`config.mk`:
```
export PLATFORM = sky130hd
export DESIGN_NAME = stic_regs
export DESIGN_NICKNAME = d
export VERILOG_FILES = /design/src/stic_pkg.sv /design/src/stic_rx_sampler.sv /design/src/stic_tx_select.sv /design/src/stic_regs.sv
export SDC_FILE = /design/constraint.sdc
export NUM_CORES = 1
export LEC_CHECK = 0
export BUFFER_PORTS_ARGS = -buffer_cell sky130_fd_sc_hd__buf_2
export CORE_ASPECT_RATIO = 1.2
export CORE_MARGIN = 3
export CORE_UTILIZATION = 49
export CTS_CLUSTER_DIAMETER = 120
export CTS_CLUSTER_SIZE = 12
export DETAILED_ROUTE_END_ITERATION = 8
export GPL_TIMING_DRIVEN = 0
export PLACE_DENSITY_LB_ADDON = 0.15
export SETUP_SLACK_MARGIN = 0.4
export SLEW_MARGIN = 10
export SYNTH_ARGS = -nofsm -noshare
export SYNTH_HDL_FRONTEND = slang
export SYNTH_SLANG_ARGS = --single-unit
export TNS_END_PERCENT = 20
```
`constraint.sdc`:
```
create_clock -name clock -period 4.1 [get_ports clock]
set_input_delay 0.615 -clock clock [delete_from_list [all_inputs] [get_ports clock]]
set_output_delay 0.615 -clock clock [all_outputs]
set_load 0.1 [all_outputs]
```
`src/stic_pkg.sv`:
```
// shared constants and types for the s/t interface control register bank
package stic_pkg;

  // ***************************************************************
  // register indices (byte address is four times the index)
  // ***************************************************************
  localparam logic [7:0] IDX_TIMING_CTRL = 8'h0F; // st_activation_timing_ctrl
  localparam logic [7:0] IDX_LOOP_CTRL = 8'h10; // st_loopback_deact_ctrl
  localparam logic [7:0] IDX_STATUS = 8'h11; // activation status, read only
  localparam logic [7:0] IDX_MF_A = 8'h20; // multiframe_reg_a
  localparam logic [7:0] IDX_MF_B = 8'h21; // multiframe_reg_b
  localparam logic [7:0] IDX_NONE = 8'hFF; // marks an unmapped access
  localparam int ADDR_W = 12; // decoded address bits

  // ***************************************************************
  // field positions
  // ***************************************************************
  localparam int BIT_SOFT_RESET = 0;
  localparam int BIT_ENABLE = 1;
  localparam int BIT_MF_ENABLE = 2;
  localparam int BIT_FIXED_TIMING = 3;
  localparam int BIT_FORCE_ACT = 4;
  localparam int BIT_LOCAL_ACT = 5;
  localparam int BIT_FORCED_DEACT = 1;
  localparam int BIT_LOOP_B1 = 2;
  localparam int BIT_LOOP_B2 = 3;
  localparam int BIT_LOOP_D = 4;
  localparam int BIT_STAT_LOCK = 3;

  // ***************************************************************
  // values after reset and writable masks
  // ***************************************************************
  localparam logic [7:0] TIMING_RST = 8'h02;
  localparam logic [7:0] LOOP_RST = 8'h00;
  localparam logic [7:0] MF_A_RST = 8'h0F;
  localparam logic [7:0] MF_B_RST = 8'h00;
  localparam logic [7:0] TIMING_RW_MASK = 8'h3E; // bit 0 never stores
  localparam logic [7:0] LOOP_RW_MASK = 8'h1E;
  localparam logic [3:0] MF_A_FORCED = 4'hF;
  localparam logic [3:0] MF_B_FORCED = 4'h0;

  // ***************************************************************
  // ahb-lite encodings
  // ***************************************************************
  localparam logic [1:0] HTRANS_IDLE = 2'h0;
  localparam logic [1:0] HTRANS_NONSEQ = 2'h2;
  localparam logic [2:0] HSIZE_WORD = 3'h2;
  localparam logic HRESP_OKAY = 1'b0;

  // activation state codes reported by the activation state machine
  typedef enum logic [2:0] {
    GST_DISABLED = 3'b000,
    GST_DEACTIVATED = 3'b001,
    GST_PENDING_ACT = 3'b010,
    GST_ACTIVATED = 3'b011,
    GST_PENDING_DEACT = 3'b100,
    GST_WAIT_U_SYNC = 3'b101
  } stic_gstate_e;

  // kind of bit position in the transmit frame
  typedef enum logic [2:0] {
    SLOT_B1 = 3'b000,
    SLOT_B2 = 3'b001,
    SLOT_D = 3'b010,
    SLOT_FA = 3'b011,
    SLOT_M = 3'b100,
    SLOT_S = 3'b101,
    SLOT_OTHER = 3'b110
  } stic_slot_e;

endpackage

```
`src/stic_rx_sampler.sv`:
```
// receive sampler choosing a fixed or an adaptive sample point
`timescale 1ns/10ps
`default_nettype none
module stic_rx_sampler (
  // clock and reset
  input wire logic clock,
  input wire logic reset_n,
  // line side
  input wire logic rx_pin,
  // sample point control
  input wire logic fixed_sample_timing,
  input wire logic fixed_strobe,
  input wire logic adaptive_strobe,
  // sampled data
  output logic rx_bit,
  output logic rx_bit_valid
);

  typedef struct packed {
    logic sync1; // first stage, read only by sync2
    logic sync2;
    logic sync3;
    logic filt; // value accepted once sync2 and sync3 agree
    logic bit_q;
    logic valid;
  } stic_smp_s;

  stic_smp_s s;
  stic_smp_s next_s;

  // ***************************************************************
  // next state
  // ***************************************************************
  always_comb
  begin
    next_s = s;
    next_s.sync1 = rx_pin;
    next_s.sync2 = s.sync1;
    next_s.sync3 = s.sync2;
    // a pin change counts only when two late stages agree
    if (s.sync2 == s.sync3)
    begin
      next_s.filt = s.sync3;
    end
    next_s.valid = 1'b0;
    if (fixed_sample_timing ? fixed_strobe : adaptive_strobe)
    begin
      next_s.bit_q = s.filt;
      next_s.valid = 1'b1;
    end
  end

  // state register, synchronous reset
  always_ff @(posedge clock)
  begin
    if (!reset_n)
    begin
      s <= '0;
    end
    else
    begin
      s <= next_s;
    end
  end

  assign rx_bit = s.bit_q;
  assign rx_bit_valid = s.valid;
endmodule
`default_nettype wire

```
`src/stic_tx_select.sv`:
```
// transmit bit selection: multiframe override and remote loopback
`timescale 1ns/10ps
`default_nettype none
module stic_tx_select (
  // clock and reset
  input wire logic clock,
  input wire logic reset_n,
  // frame side
  input wire logic bit_strobe,
  input wire logic [2:0] tx_slot,
  input wire logic tx_bit_in,
  input wire logic rx_loop_bit,
  // control
  input wire logic multiframe_enable,
  input wire logic loopback_d_channel,
  input wire logic loopback_b1_channel,
  input wire logic loopback_b2_channel,
  // line bit
  output logic tx_bit
);

  typedef struct packed {
    logic bit_q;
  } stic_txs_s;

  stic_txs_s s;
  stic_txs_s next_s;

  // ***************************************************************
  // per-slot choice of the outgoing bit
  // ***************************************************************
  always_comb
  begin
    next_s = s;
    if (bit_strobe)
    begin
      next_s.bit_q = tx_bit_in;
      case (stic_pkg::stic_slot_e'(tx_slot))
        stic_pkg::SLOT_B1:
        begin
          if (loopback_b1_channel) next_s.bit_q = rx_loop_bit;
        end
        stic_pkg::SLOT_B2:
        begin
          if (loopback_b2_channel) next_s.bit_q = rx_loop_bit;
        end
        stic_pkg::SLOT_D:
        begin
          if (loopback_d_channel) next_s.bit_q = rx_loop_bit;
        end
        stic_pkg::SLOT_FA, stic_pkg::SLOT_M:
        begin
          if (!multiframe_enable) next_s.bit_q = 1'b0;
        end
        stic_pkg::SLOT_S:
        begin
          if (!multiframe_enable) next_s.bit_q = 1'b1;
        end
        default:
        begin
          next_s.bit_q = tx_bit_in;
        end
      endcase
    end
  end

  // state register; idle line bit is one
  always_ff @(posedge clock)
  begin
    if (!reset_n)
    begin
      s <= '1;
    end
    else
    begin
      s <= next_s;
    end
  end

  assign tx_bit = s.bit_q;
endmodule
`default_nettype wire

```
`src/stic_regs.sv`:
```
// s/t interface control registers with ahb-lite slave
// Notes on behaviour
// - force bit drives straight to full activation
// - force bit ignored while interface disabled
// - u activation under force locks until cleared
// - timing bit 3 clear selects adaptive sample point
// - timing bit 3 selects fixed sample delay
// - multiframe bit enables controller and s/q access
// - no multiframing: fa/m zeros, s ones
// - no multiframing: reg a low ones, b zeros
// - enable bit 0 powers interface down
// - soft reset write reinitialises the interface
// - soft reset self clears, reads zero
// - loopback/deactivation register at 0x10 resets zero
// - local-only activation behaves as u ready
// - forced deactivation bit forces deactivation
// - loopback bits return channel data to terminal
// - state code 011 means fully activated
//
// The AHB-Lite interface to the registers was chosen for this implementation.
`timescale 1ns/10ps
`default_nettype none
module stic_regs (
  // clock and reset
  input wire logic clock,
  input wire logic reset_n,
  // ahb-lite slave
  input wire logic hsel,
  input wire logic [31:0] haddr,
  input wire logic [1:0] htrans,
  input wire logic hwrite,
  input wire logic [2:0] hsize,
  input wire logic [31:0] hwdata,
  input wire logic hready,
  output logic hreadyout,
  output logic hresp,
  output logic [31:0] hrdata,
  // activation state machine
  input wire logic [2:0] activation_state,
  input wire logic u_activation_event,
  output logic interface_enable,
  output logic force_full_activation,
  output logic local_only_activation,
  output logic forced_deactivation,
  output logic u_activation_ignore,
  output logic full_activation,
  output logic interface_soft_reset,
  // multiframing controller
  output logic multiframe_enable,
  output logic [7:0] multiframe_reg_a,
  output logic [7:0] multiframe_reg_b,
  // receive line and sample strobes
  input wire logic rx_pin,
  input wire logic fixed_strobe,
  input wire logic adaptive_strobe,
  output logic fixed_sample_timing,
  output logic rx_bit,
  output logic rx_bit_valid,
  // transmit frame
  input wire logic bit_strobe,
  input wire logic [2:0] tx_slot,
  input wire logic tx_bit_in,
  output logic loopback_d_channel,
  output logic loopback_b1_channel,
  output logic loopback_b2_channel,
  output logic tx_bit
);

  // ***************************************************************
  // state
  // ***************************************************************
  typedef struct packed {
    logic [7:0] timing_ctrl; // st_activation_timing_ctrl
    logic [7:0] loop_ctrl; // st_loopback_deact_ctrl
    logic [7:0] mf_a; // multiframe_reg_a
    logic [7:0] mf_b; // multiframe_reg_b
    logic u_lock; // u activation attempts ignored
    logic soft_rst; // one-cycle interface reset
    logic wr_pend; // write data phase pending
    logic [7:0] wr_idx; // index of pending write
    logic rd_timing; // last read hit the timing register
    logic [31:0] rdata; // read data for the data phase
  } stic_regs_s;

  stic_regs_s s;
  stic_regs_s next_s;
  logic addr_phase; // a transfer is taken this cycle
  logic [7:0] acc_idx; // decoded index of that transfer
  logic iface_rst_n; // reset for the interface datapath

  // map a byte address onto a register index
  function automatic logic [7:0] decode_idx(input logic [31:0] a, input logic [2:0] sz);
    logic [7:0] idx;
    idx = a[9:2];
    if (a[31:stic_pkg::ADDR_W] != '0 || a[stic_pkg::ADDR_W-1:10] != '0)
    begin
      idx = stic_pkg::IDX_NONE;
    end
    if (a[1:0] != 2'h0 || sz != stic_pkg::HSIZE_WORD)
    begin
      idx = stic_pkg::IDX_NONE;
    end
    return idx;
  endfunction

  // address phase detection
  assign addr_phase = hsel && htrans == stic_pkg::HTRANS_NONSEQ && hready;
  assign acc_idx = decode_idx(haddr, hsize);

  // ***************************************************************
  // next state
  // ***************************************************************
  always_comb
  begin
    next_s = s;
    next_s.soft_rst = 1'b0;
    // data phase of a write lands here, masked so reserved bits stay zero
    if (s.wr_pend)
    begin
      case (s.wr_idx)
        stic_pkg::IDX_TIMING_CTRL:
        begin
          next_s.timing_ctrl = hwdata[7:0] & stic_pkg::TIMING_RW_MASK;
          next_s.soft_rst = hwdata[stic_pkg::BIT_SOFT_RESET];
        end
        stic_pkg::IDX_LOOP_CTRL:
        begin
          next_s.loop_ctrl = hwdata[7:0] & stic_pkg::LOOP_RW_MASK;
        end
        stic_pkg::IDX_MF_A:
        begin
          next_s.mf_a = hwdata[7:0];
        end
        stic_pkg::IDX_MF_B:
        begin
          next_s.mf_b = hwdata[7:0];
        end
        default:
        begin
          next_s.wr_pend = 1'b0; // unmapped write ignored
        end
      endcase
    end
    // the soft reset pulse reinitialises the loopback and multiframe registers
    if (s.soft_rst)
    begin
      next_s.loop_ctrl = stic_pkg::LOOP_RST;
      next_s.mf_a = stic_pkg::MF_A_RST;
      next_s.mf_b = stic_pkg::MF_B_RST;
    end
    // multiframe register low nibbles pinned while multiframing is off
    if (!next_s.timing_ctrl[stic_pkg::BIT_MF_ENABLE])
    begin
      next_s.mf_a[3:0] = stic_pkg::MF_A_FORCED;
      next_s.mf_b[3:0] = stic_pkg::MF_B_FORCED;
    end
    // lock clears once software drops the force bit; a new event wins
    if (!s.timing_ctrl[stic_pkg::BIT_FORCE_ACT] || s.soft_rst)
    begin
      next_s.u_lock = 1'b0;
    end
    if (u_activation_event && force_full_activation)
    begin
      next_s.u_lock = 1'b1;
    end
    // new address phase; read data built from post-write values
    next_s.wr_pend = addr_phase && hwrite;
    next_s.wr_idx = acc_idx;
    next_s.rd_timing = 1'b0;
    if (addr_phase && !hwrite)
    begin
      next_s.rd_timing = acc_idx == stic_pkg::IDX_TIMING_CTRL;
      case (acc_idx)
        stic_pkg::IDX_TIMING_CTRL:
        begin
          next_s.rdata = {24'h000000, next_s.timing_ctrl};
        end
        stic_pkg::IDX_LOOP_CTRL:
        begin
          next_s.rdata = {24'h000000, next_s.loop_ctrl};
        end
        stic_pkg::IDX_STATUS:
        begin
          next_s.rdata = {24'h000000, 4'h0, next_s.u_lock, activation_state};
        end
        stic_pkg::IDX_MF_A:
        begin
          next_s.rdata = {24'h000000, next_s.mf_a};
        end
        stic_pkg::IDX_MF_B:
        begin
          next_s.rdata = {24'h000000, next_s.mf_b};
        end
        default:
        begin
          next_s.rdata = 32'h00000000; // unmapped reads zero
        end
      endcase
    end
  end

  // ***************************************************************
  // state register
  // ***************************************************************
  always_ff @(posedge clock)
  begin
    if (!reset_n)
    begin
      s.timing_ctrl <= stic_pkg::TIMING_RST;
      s.loop_ctrl <= stic_pkg::LOOP_RST;
      s.mf_a <= stic_pkg::MF_A_RST;
      s.mf_b <= stic_pkg::MF_B_RST;
      s.u_lock <= 1'b0;
      s.soft_rst <= 1'b0;
      s.wr_pend <= 1'b0;
      s.wr_idx <= stic_pkg::IDX_NONE;
      s.rd_timing <= 1'b0;
      s.rdata <= 32'h00000000;
    end
    else
    begin
      s <= next_s;
    end
  end

  // ***************************************************************
  // outputs
  // ***************************************************************
  // zero wait states, always okay
  assign hreadyout = 1'b1;
  assign hresp = stic_pkg::HRESP_OKAY;
  assign hrdata = s.rdata;
  // enable low powers the interface down and gates both activation modes
  assign interface_enable = s.timing_ctrl[stic_pkg::BIT_ENABLE];
  assign force_full_activation = s.timing_ctrl[stic_pkg::BIT_FORCE_ACT] && interface_enable;
  assign local_only_activation = s.timing_ctrl[stic_pkg::BIT_LOCAL_ACT] && interface_enable;
  assign fixed_sample_timing = s.timing_ctrl[stic_pkg::BIT_FIXED_TIMING];
  assign multiframe_enable = s.timing_ctrl[stic_pkg::BIT_MF_ENABLE];
  assign multiframe_reg_a = s.mf_a;
  assign multiframe_reg_b = s.mf_b;
  assign forced_deactivation = s.loop_ctrl[stic_pkg::BIT_FORCED_DEACT];
  assign loopback_d_channel = s.loop_ctrl[stic_pkg::BIT_LOOP_D];
  assign loopback_b1_channel = s.loop_ctrl[stic_pkg::BIT_LOOP_B1];
  assign loopback_b2_channel = s.loop_ctrl[stic_pkg::BIT_LOOP_B2];
  assign u_activation_ignore = s.u_lock;
  assign full_activation = activation_state == stic_pkg::GST_ACTIVATED;
  assign interface_soft_reset = s.soft_rst;
  // datapath is held in reset by the pin or the soft reset pulse
  assign iface_rst_n = reset_n && !s.soft_rst;

  // ***************************************************************
  // datapath
  // ***************************************************************
  stic_rx_sampler u_sampler (
    .clock(clock),
    .reset_n(iface_rst_n),
    .rx_pin(rx_pin),
    .fixed_sample_timing(fixed_sample_timing),
    .fixed_strobe(fixed_strobe),
    .adaptive_strobe(adaptive_strobe),
    .rx_bit(rx_bit),
    .rx_bit_valid(rx_bit_valid)
  );

  stic_tx_select u_tx_select (
    .clock(clock),
    .reset_n(iface_rst_n),
    .bit_strobe(bit_strobe),
    .tx_slot(tx_slot),
    .tx_bit_in(tx_bit_in),
    .rx_loop_bit(rx_bit),
    .multiframe_enable(multiframe_enable),
    .loopback_d_channel(loopback_d_channel),
    .loopback_b1_channel(loopback_b1_channel),
    .loopback_b2_channel(loopback_b2_channel),
    .tx_bit(tx_bit)
  );
endmodule
`default_nettype wire

```
==> After elaboration in Yosys (flattened, before gate mapping) <==
Index checks and enable logic that the tools add are counted.
{ "word_totals": {"ff_bits": 82, "latchBits": 0, "ram_bits": 0, "romBits": 0, "inputBits": 86, "output_inout_bits": 65, "elab_cells": 75, "mem_count": 0} }
{ "op_classes": {"add_sub_neg": 0, "multipliers": 0, "div": 0, "magnitude_cmp": 0, "n_eq_ne": 18, "shift": 0, "n_mux": 21, "bitwise_logic": 0, "n_reduce_logical": 20} }
{ "op_table": {"columns": ["operator", "count"], "rows": [
  ["$mux 8", 6],
  ["$pmux 8 s5", 1],
  ["$eq 8x6->1 const B", 4],
  ["$mux 32", 1],
  ["$eq 8x5->1 const B", 3],
  ["$mux 24", 1],
  ["$reduce_bool 20->1", 1],
  ["$eq 8x4->1 const B", 2],
  ["$eq 3x2->1 const B", 3],
  ["$mux 1", 9],
  ["$logic_and 1x1->1", 8],
  ["$mux 4", 2],
  ["$eq 3x3->1 const B", 2],
  ["$pmux 1 s5", 1],
  ["$reduce_bool 2->1", 2],
  ["$eq 3x1->1 const B", 1],
  ["$logic_not 1->1", 3],
  ["$logic_not 3->1", 1],
  ["$logic_or 1x1->1", 3],
  ["$ne 3x2->1 const B", 1],
  ["$reduce_and 3->1", 1],
  ["$eq 2x2->1 const B", 1],
  ["$reduce_or 2->1", 1],
  ["$eq 1x1->1", 1]
]} }

==> Depth between registers and ports, before layout <==
Gate-level depths: netlist (run 1).
{ "depth": {"word_depth": 6, "ltp_mapped": 7, "ltp_nobuf": 6} }

==> By module <==
Synthesis (run 1) repeated with hierarchy kept, for this count alone.
{ "unflattened": {"cells_unflattened": 321, "hier_area_um2": 2916.5} }
{ "modules_own_cells": {"columns": ["module", "instances", "cells_each", "area_per_inst_um2", "seq_area_each_um2"], "rows": [
  ["stic_regs", 1, 289, 2616.3, 1021.0],
  ["stic_rx_sampler", 1, 17, 188.9, 120.1],
  ["stic_tx_select", 1, 15, 111.4, 20.0]
]} }

==> Least setup slack after synthesis (run 1) <==
Ideal clock, no wire load.
{ "synth_timing": {"path_type": "input port to output port", "startpoint": "input port activation_state[0]", "endpoint": "output port full_activation", "arrival_ns": 1.913, "required_ns": 3.485, "slack_ns": 1.572, "path_stages": 2, "n_path_buf": 0, "cell_sequence": "nand2_1 > nor2_1"} }
{ "synth_via": {"elab_chain_cells": 1} }
{ "synth_lines": {"columns": ["element", "line_no", "text"], "rows": [
  ["from (decl)", "stic_regs.sv:39", "input wire logic [2:0] activation_state,"],
  ["$eq 3x2->1", "stic_regs.sv:246", "assign full_activation = activation_state == stic_pkg::GST_ACTIVATED;"],
  ["to (decl)", "stic_regs.sv:46", "output logic full_activation,"]
]} }
Every way passes these cells.

==> Final worst setup path (run 1) <==
{ "layout_timing": {"startpoint": "input port haddr[19]", "endpoint": "register s, in the netlist hrdata[0]"} }
{ "layout_via": {"elab_chain_cells": 6, "elab_cells_between_ends": 10, "classes_between": "eq/ne (5); mux (3); reduce/logical (2)"} }
{ "layout_lines": {"columns": ["element", "line_no", "text"], "rows": [
  ["from (decl)", "stic_regs.sv:29", "input wire logic [31:0] haddr,"],
  ["$reduce_bool 20->1 *", "stic_regs.sv:95", "if (a[31:stic_pkg::ADDR_W] != '0 || a[stic_pkg::ADDR_W-1:10] != '0)"],
  ["$logic_or 1x1->1 *", "stic_regs.sv:95", null],
  ["$mux 8 *", "stic_regs.sv:95", null],
  ["$mux 8 *", "stic_regs.sv:99", "if (a[1:0] != 2'h0 || sz != stic_pkg::HSIZE_WORD)"],
  ["$eq 8x6->1 (tied with other cells)", "stic_regs.sv:173", "case (acc_idx)"],
  ["$pmux 8 s5 *", "stic_regs.sv:173", null],
  ["to (signal assigned)", "stic_regs.sv:222", "s <= next_s;"],
  ["to (decl)", "stic_regs.sv:85", "stic_regs_s s;"]
]} }
Every way passes the cells marked *; elsewhere a longest branch is shown, timed or not.
A chain may end at the register's enable or synchronous reset.

==> results.md, run 1 <==
- Status: complete, no violations
- Post-CTS Resized: 0
- Hold slack final: 450.3 ps
- CTS H-tree lvls: 3
- FF-to-FF path depth: 6
- Register bit total from synthesis: 58
- Routed vias: 2765
- FFs w/ async S/R, synth: 0%
- Final instance area: 3889 um2
- Num CTS Buffers: 9
- F_max: 0.3786 GHz
- Gpl congestion: 0.8481
- Tmin final: 2641 ps
- First-pass GRT wire length: 12.31 mm
- Synthesized cell area: 2960 um2
- Synth Flop Type: dfxtp_1
- VDD IR max: 0.0002053 V
- Largest net degree at the start of global routing: 11
- Setup slack after layout: 1459 ps
- Setup TNS: 0 ps
- Diode count: 0
- Critical path type: input pin to flip-flop
- Root Driver: clkbuf_8
- Crit path max-delay family: simple AND/OR/NAND/NOR gates
- Max transition margin: 29.11%
- Critical-path cell list: buf_2 > nor4_1 > nand4_1 > nor3_1 > o311ai_0 > nand3_1 > o31a_1
- P&R area growth vs syn: 31.36%
- I/O pin cnt: 151
- Initial antenna violation count: 0
- WHS Endpoint: u_sampler.next_s[3]$_SDFF_PN0_
- Critical path's slowest cell: nor3_1
- Most common cell after layout, fill and taps aside: buf_2
- Vias in the first global route: 2671
- Reg clk slew, reported paths: 70 ps
- CP endpoint kind: flip-flop
- Area post-placement: 3651 um2
- M3 GR Usage: 3.869%
- Share of cells above drive strength 1: 37.50%
- Crit start category: input pin
- Met2 Usage GRT: 37.72%
- P per Cell Area: 359.4 nW/um2
- M1 GR Usage: 26.19%
- LEAKAGE: 0.001939 uW
- Full die area: 7014 um2
- R2r setup slk: 1510 ps
- Clk Latency, worst-skew pair: 340 ps
- Postcts setup bufs: 0
- CP max FO: 8
- Worst Path Required: 4380 ps
- Port-buffer cells: 100
- Worst Path Buf+Inv: 1
- Ranking of synthesized cells by area: dfxtp_1, buf_4, mux2i_1
- Row cnt: 30
- Maximum clock path buffer count: 2
- Routed WL per cell: 13.86 um
- Die height: 91.15 um
- CP max stage delay: 940 ps
- Pins Over Slew Limit: 0
- Post-synth top area share: 39.22%
- Drt initial violations: 218
- RSZ-0062 raised after global routing: false
- Post-detail-place hpwl: 5.861 mm
- WL final: 7.650 mm
- Final Hold Viols: 0
- TritonCTS clock tree: built
- GRT Total Usage: 22.21%
- Mean Syn Cell Area: 8.917 um2
- Net count, final: 553
- Hold Path Depth: 1
- Worst clock skew: 6.991 ps
- Drt pass-1 iters: 4
- Place WS: 1229 ps
- Max_cap viols: 0
- Transition time of the tightest slew-check pin: 1055 ps
- Worst path arrival time: 2920 ps
- Final core occ: 67.71%
- Worst r2r src: s[37]$_SDFF_PN1_
- Initial Utilization: 51.55%
- GRT overflow: 0
- Worst r2r dst: hrdata[5]$_SDFFE_PN0P_
- Worst Hold Class: flip-flop to flip-flop
- Yosys warns: 0
- EDFF count, synth: 0
- Yosys top cell by area: dfxtp_1
- Hold_sp: u_sampler.next_s[4]$_SDFF_PN0_
- Grt peak-use layer: met2
- DRC: 0
- Synth Instances: 332
- DIE WIDTH: 76.96 um
- Most frequent cells in the layout: buf_2, dfxtp_1, buf_4
- Post-DRT Antenna Nets: 0
- Setup violations, final: 0
- Vias per cell: 5.009
- Std-Cell Core Area: 5743 um2
- Netlist cell types: 52
- Register area share after synthesis: 39.22%
- Hold Buf Count CTS: 0
- Period utilization: 64.42%
- Clk sink count: 58
-- synthesized netlist by cell type, drive strengths merged (2+ instances only) --
master   n
dfxtp   58
buf     50
nor2    37
mux2i   23
nand2   18
nand2b  14
o21ai   11
and2    10
a21oi    8
clkbuf   8
nor3     8
nand4    7
nand4b   6
nor4     6
nor4b    6
and3     5
nand3    5
nor3b    5
inv      4
mux2     4
nor2b    4
o31a     3
or2      3
or3      3
a22oi    2
and4b    2
conb     2
o211ai   2
o221ai   2
-- state kept, by name, indices dropped and copies added (netlist names), 2 cells and up --
name and cells:
multiframe_reg_a 8, u_sampler.next_s 2, s 18, hrdata 8, multiframe_reg_b 8, u_sampler.s 2
-- area by class of cell --
class,count,area [um2]
repair buffers,100,500.5
well taps,80,100.1
flip-flops and latches,58,1161
multi-input cells,236,1469
inverters,4,15.01
clock inverters,4,72.57
plain buffers,58,405.4
fillers,500,1854
clock buffers,12,165.2
-- power by group --
group	switching (uW)	total [uW]	internal [uW]
clock	228	619	391
sequential	1.50	568	567
combinational	160	211	51.2
total	389	1400	1010
-- cells by family (layout without fill, tap and decap cells) --
logic type / after synthesis / after routing / share of synthesized area [%]
AND/OR/NAND/NOR: 142 / 142 / 27.51
AO/OA/AOI/OAI: 41 / 41 / 9.384
flip-flops: 58 / 58 / 39.22
other: 2 / 26 / 0.2537
buffers and inverters: 62 / 178 / 14.20
multiplexers: 27 / 27 / 9.425
-- worst max-delay path by stage --
stage	startpoint	cells after the start	slack (ps)	endpoint
floorplan	activation_state[0]	2	1570	full_activation
global placement	haddr[14]	7	1290	hrdata[0]$_SDFFE_PN0P_
detailed placement	haddr[19]	7	1230	hrdata[0]$_SDFFE_PN0P_
CTS	s[37]$_SDFF_PN1_	6	1520	hrdata[5]$_SDFFE_PN0P_
global route	haddr[19]	7	1230	hrdata[0]$_SDFFE_PN0P_
finish	haddr[19]	7	1460	hrdata[0]$_SDFFE_PN0P_
-- metrics by stage --
step / total power, uW / cells
3_5_place_dp: 789.8 / 536
5_1_grt: 1440 / 552
2_1_floorplan: 744.6 / 356
3_3_place_gp: 788.3 / 536
4_1_cts: 1400 / 552
6_report: 1398 / 552
-- metal layers --
layer,up-vias,part of all wire [%]
met1,1245,42
met4,0,1.7
met3,12,8.8
met5,-,0
met2,139,48
li1,1369,-
Power figures use the tool's default switching activity.
==> run 2: changes to the inputs <==
--- a/config.mk
+++ b/config.mk
@@ -8,7 +8,7 @@
 export BUFFER_PORTS_ARGS = -buffer_cell sky130_fd_sc_hd__buf_2
 export CORE_ASPECT_RATIO = 1.2
 export CORE_MARGIN = 3
-export CORE_UTILIZATION = 49
+export CORE_UTILIZATION = 41
 export CTS_CLUSTER_DIAMETER = 120
 export CTS_CLUSTER_SIZE = 12
 export DETAILED_ROUTE_END_ITERATION = 8
==> constraint.sdc (replaced) <==
create_clock -name clock -period 2.4 [get_ports clock]
set_input_delay 0.36 -clock clock [delete_from_list [all_inputs] [get_ports clock]]
set_output_delay 0.36 -clock clock [all_outputs]
set_load 0.1 [all_outputs]
==> run 2 against run 1 <==
  * Sequential power up 71%
  * Worst hold slack worse by 230 ps
  * Largest power group unchanged
  * Critical path type is now flip-flop to flip-flop
  * Clock power up 83%
  * Cell count up 3.8%
  * Combinational power up 73%
  * Critical path depth unchanged
==> results.md, run 2 (synthesis results as in run 1) <==
- Post-DRT Antenna Nets: 0
- Worst r2r dst: hrdata[3]$_SDFFE_PN0P_
- Worst r2r src: s[40]$_SDFF_PN1_
- Share of cells above drive strength 1: 42.39%
- Routed WL per cell: 14.33 um
- Worst clock skew: 6.371 ps
- CP max FO: 6
- Largest register by flop count: s
- Hold Path Depth: 2
- WL final: 8.212 mm
- GRT overflow: 0
- Final instance area: 4099 um2
- Diode count: 0
- Area of the multi-input gates: 1539 um2
- Crit start category: flip-flop
- Metal3 WL: 662 um
- TritonCTS clock tree: built
- Critical path type: flip-flop to flip-flop
- Net count, final: 567
- Period utilization: 88.40%
- Die height: 99.08 um
- First-pass GRT wire length: 12.69 mm
- Post-detail-place hpwl: 6.162 mm
- Worst Path Required: 2630 ps
- Drt pass-1 iters: 4
- Maximum clock path buffer count: 2
- Layout fillers: 668
- Setup TNS: 0 ps
- Met2 wire length: 4.130 mm
- I/O pin cnt: 151
- CTS H-tree lvls: 3
- F_max: 0.4713 GHz
- Worst Path Buf+Inv: 1
- Max reg flops: 18
- Setup slack after layout: 278.3 ps
- Drt initial violations: 141
- Initial antenna violation count: 0
- DIE WIDTH: 83.57 um
- FF/Latch Area: 1164 um2
- Top Metal Used: met4
- Status: complete, no violations
- Overall Power: 2463 uW
- Transition time of the tightest slew-check pin: 594.2 ps
- Num CTS Buffers: 9
- Routed vias: 2809
- P per Cell Area: 600.8 nW/um2
- RSZ-0062 raised after global routing: true
- Clk sink count: 58
- Max transition margin: 60.08%
- P&R area growth vs syn: 38.46%
- Final Hold Viols: 0
- Tmin final: 2122 ps
- LEAKAGE: 0.002077 uW
- Reg clk slew, reported paths: 70 ps
- Gpl congestion: 0.8272
- Full die area: 8280 um2
- Max_cap viols: 0
- Place WS: -282.5 ps
- Root Driver: clkbuf_8
- Worst Hold Class: input pin to flip-flop
- Port-buffer cells: 100
- Largest net degree at the start of global routing: 11
- Vias per cell: 4.902
- R2r setup slk: 280 ps
- GRT Total Usage: 19.44%
- FF-to-FF path depth: 7
- M1 wire length: 3.314 mm
- Pins Over Slew Limit: 0
- Row cnt: 33
- Setup violations, final: 0
- DRC: 0
- Vias in the first global route: 2666
- Critical-path cell list: or3_4 > nor3_4 > buf_6 > mux2_4 > and2b_2 > nor3b_4 > o31a_1
- Worst path arrival time: 2350 ps
- Most frequent cells in the layout: buf_2, buf_4, dfxtp_1
- CP endpoint kind: flip-flop
- Most common cell after layout, fill and taps aside: buf_2
- Crit path max-delay family: simple AND/OR/NAND/NOR gates
- Std-Cell Core Area: 6937 um2
- Initial Utilization: 42.68%
- VDD IR max: 0.0004099 V
- Area post-placement: 3661 um2
- Clk Latency, worst-skew pair: 340 ps
- Hold_sp: rx_pin
- Hold slack final: 216.4 ps
- CP max stage delay: 410 ps
- Critical path's slowest cell: or3_4
- WHS Endpoint: u_sampler.next_s[4]$_SDFF_PN0_
==> run 2: cell types whose count changed in the layout (fill, tap and decap cells not counted), sizes merged <==
cell / change
bufinv: +1
clkinvlp: -1
clkbuf: -1
clkinv: +1
buf: +14
==> run 2: cell type report <==
| type | instances | share of cell area (%) |
|---|---|---|
| Buffer | 58 | 10.04 |
| Clock inverter | 5 | 2.442 |
| Multi-Input combinational cell | 236 | 37.55 |
| Sequential cell | 58 | 28.39 |
| Timing Repair Buffer | 114 | 14.87 |
| Tap cell | 87 | 2.656 |
| Inverter | 4 | 0.3663 |
| Clock buffer | 11 | 3.694 |
==> run 2: how the worst max path moves through the flow <==
stage	start	end	slack [ps]	depth (start not counted)
6_report	s[40]$_SDFF_PN1_	hrdata[3]$_SDFFE_PN0P_	280	7
5_1_grt	s[40]$_SDFF_PN1_	hrdata[3]$_SDFFE_PN0P_	210	7
3_5_place_dp	haddr[1]	hrdata[0]$_SDFFE_PN0P_	-280	7
2_1_floorplan	interface_enable$_SDFF_PN1_	force_full_activation	210	1
3_3_place_gp	haddr[1]	hrdata[0]$_SDFFE_PN0P_	-270	7
4_1_cts	s[39]$_SDFF_PN1_	hrdata[3]$_SDFFE_PN0P_	300	7
==> run 2: routing by layer <==
metal	up-vias	global-route usage, %
li1	1401	-
met1	1275	23.07
met2	123	34.35
met3	10	3.930
met4	0	7.550
met5	-	0
==> run 2: what timing repair did <==
item,CTS,global route
resized for setup,7,14
buffers inserted,11,3
endpoints found under the setup margin,20,12
pin swaps,6,4
hold buffers,0,0
==> run 2: where the power goes <==
group,leakage [uW],total (uW),internal [uW],switching [uW]
logic,0.00148,365,88.4,276
registers,0.000468,971,968,2.50
clock network,0.000129,1130,743,385
total,0.00208,2460,1800,664
==> run 2: through the flow <==
step	cells	utilization [%]
after global placement	543	52.78
after CTS	570	57.94
after floorplan	356	-
after detailed placement	543	52.78
final	573	59.09
after global routing	573	59.09
==> run 2: worst reg2reg max path, stage by stage, from the launching register on <==
cell     delay, ps
dfxtp_2        330
or3_4          410
nor3_4         140
buf_6          140
mux2_4         310
and2b_2        240
nor3b_4        160
o31a_1         290
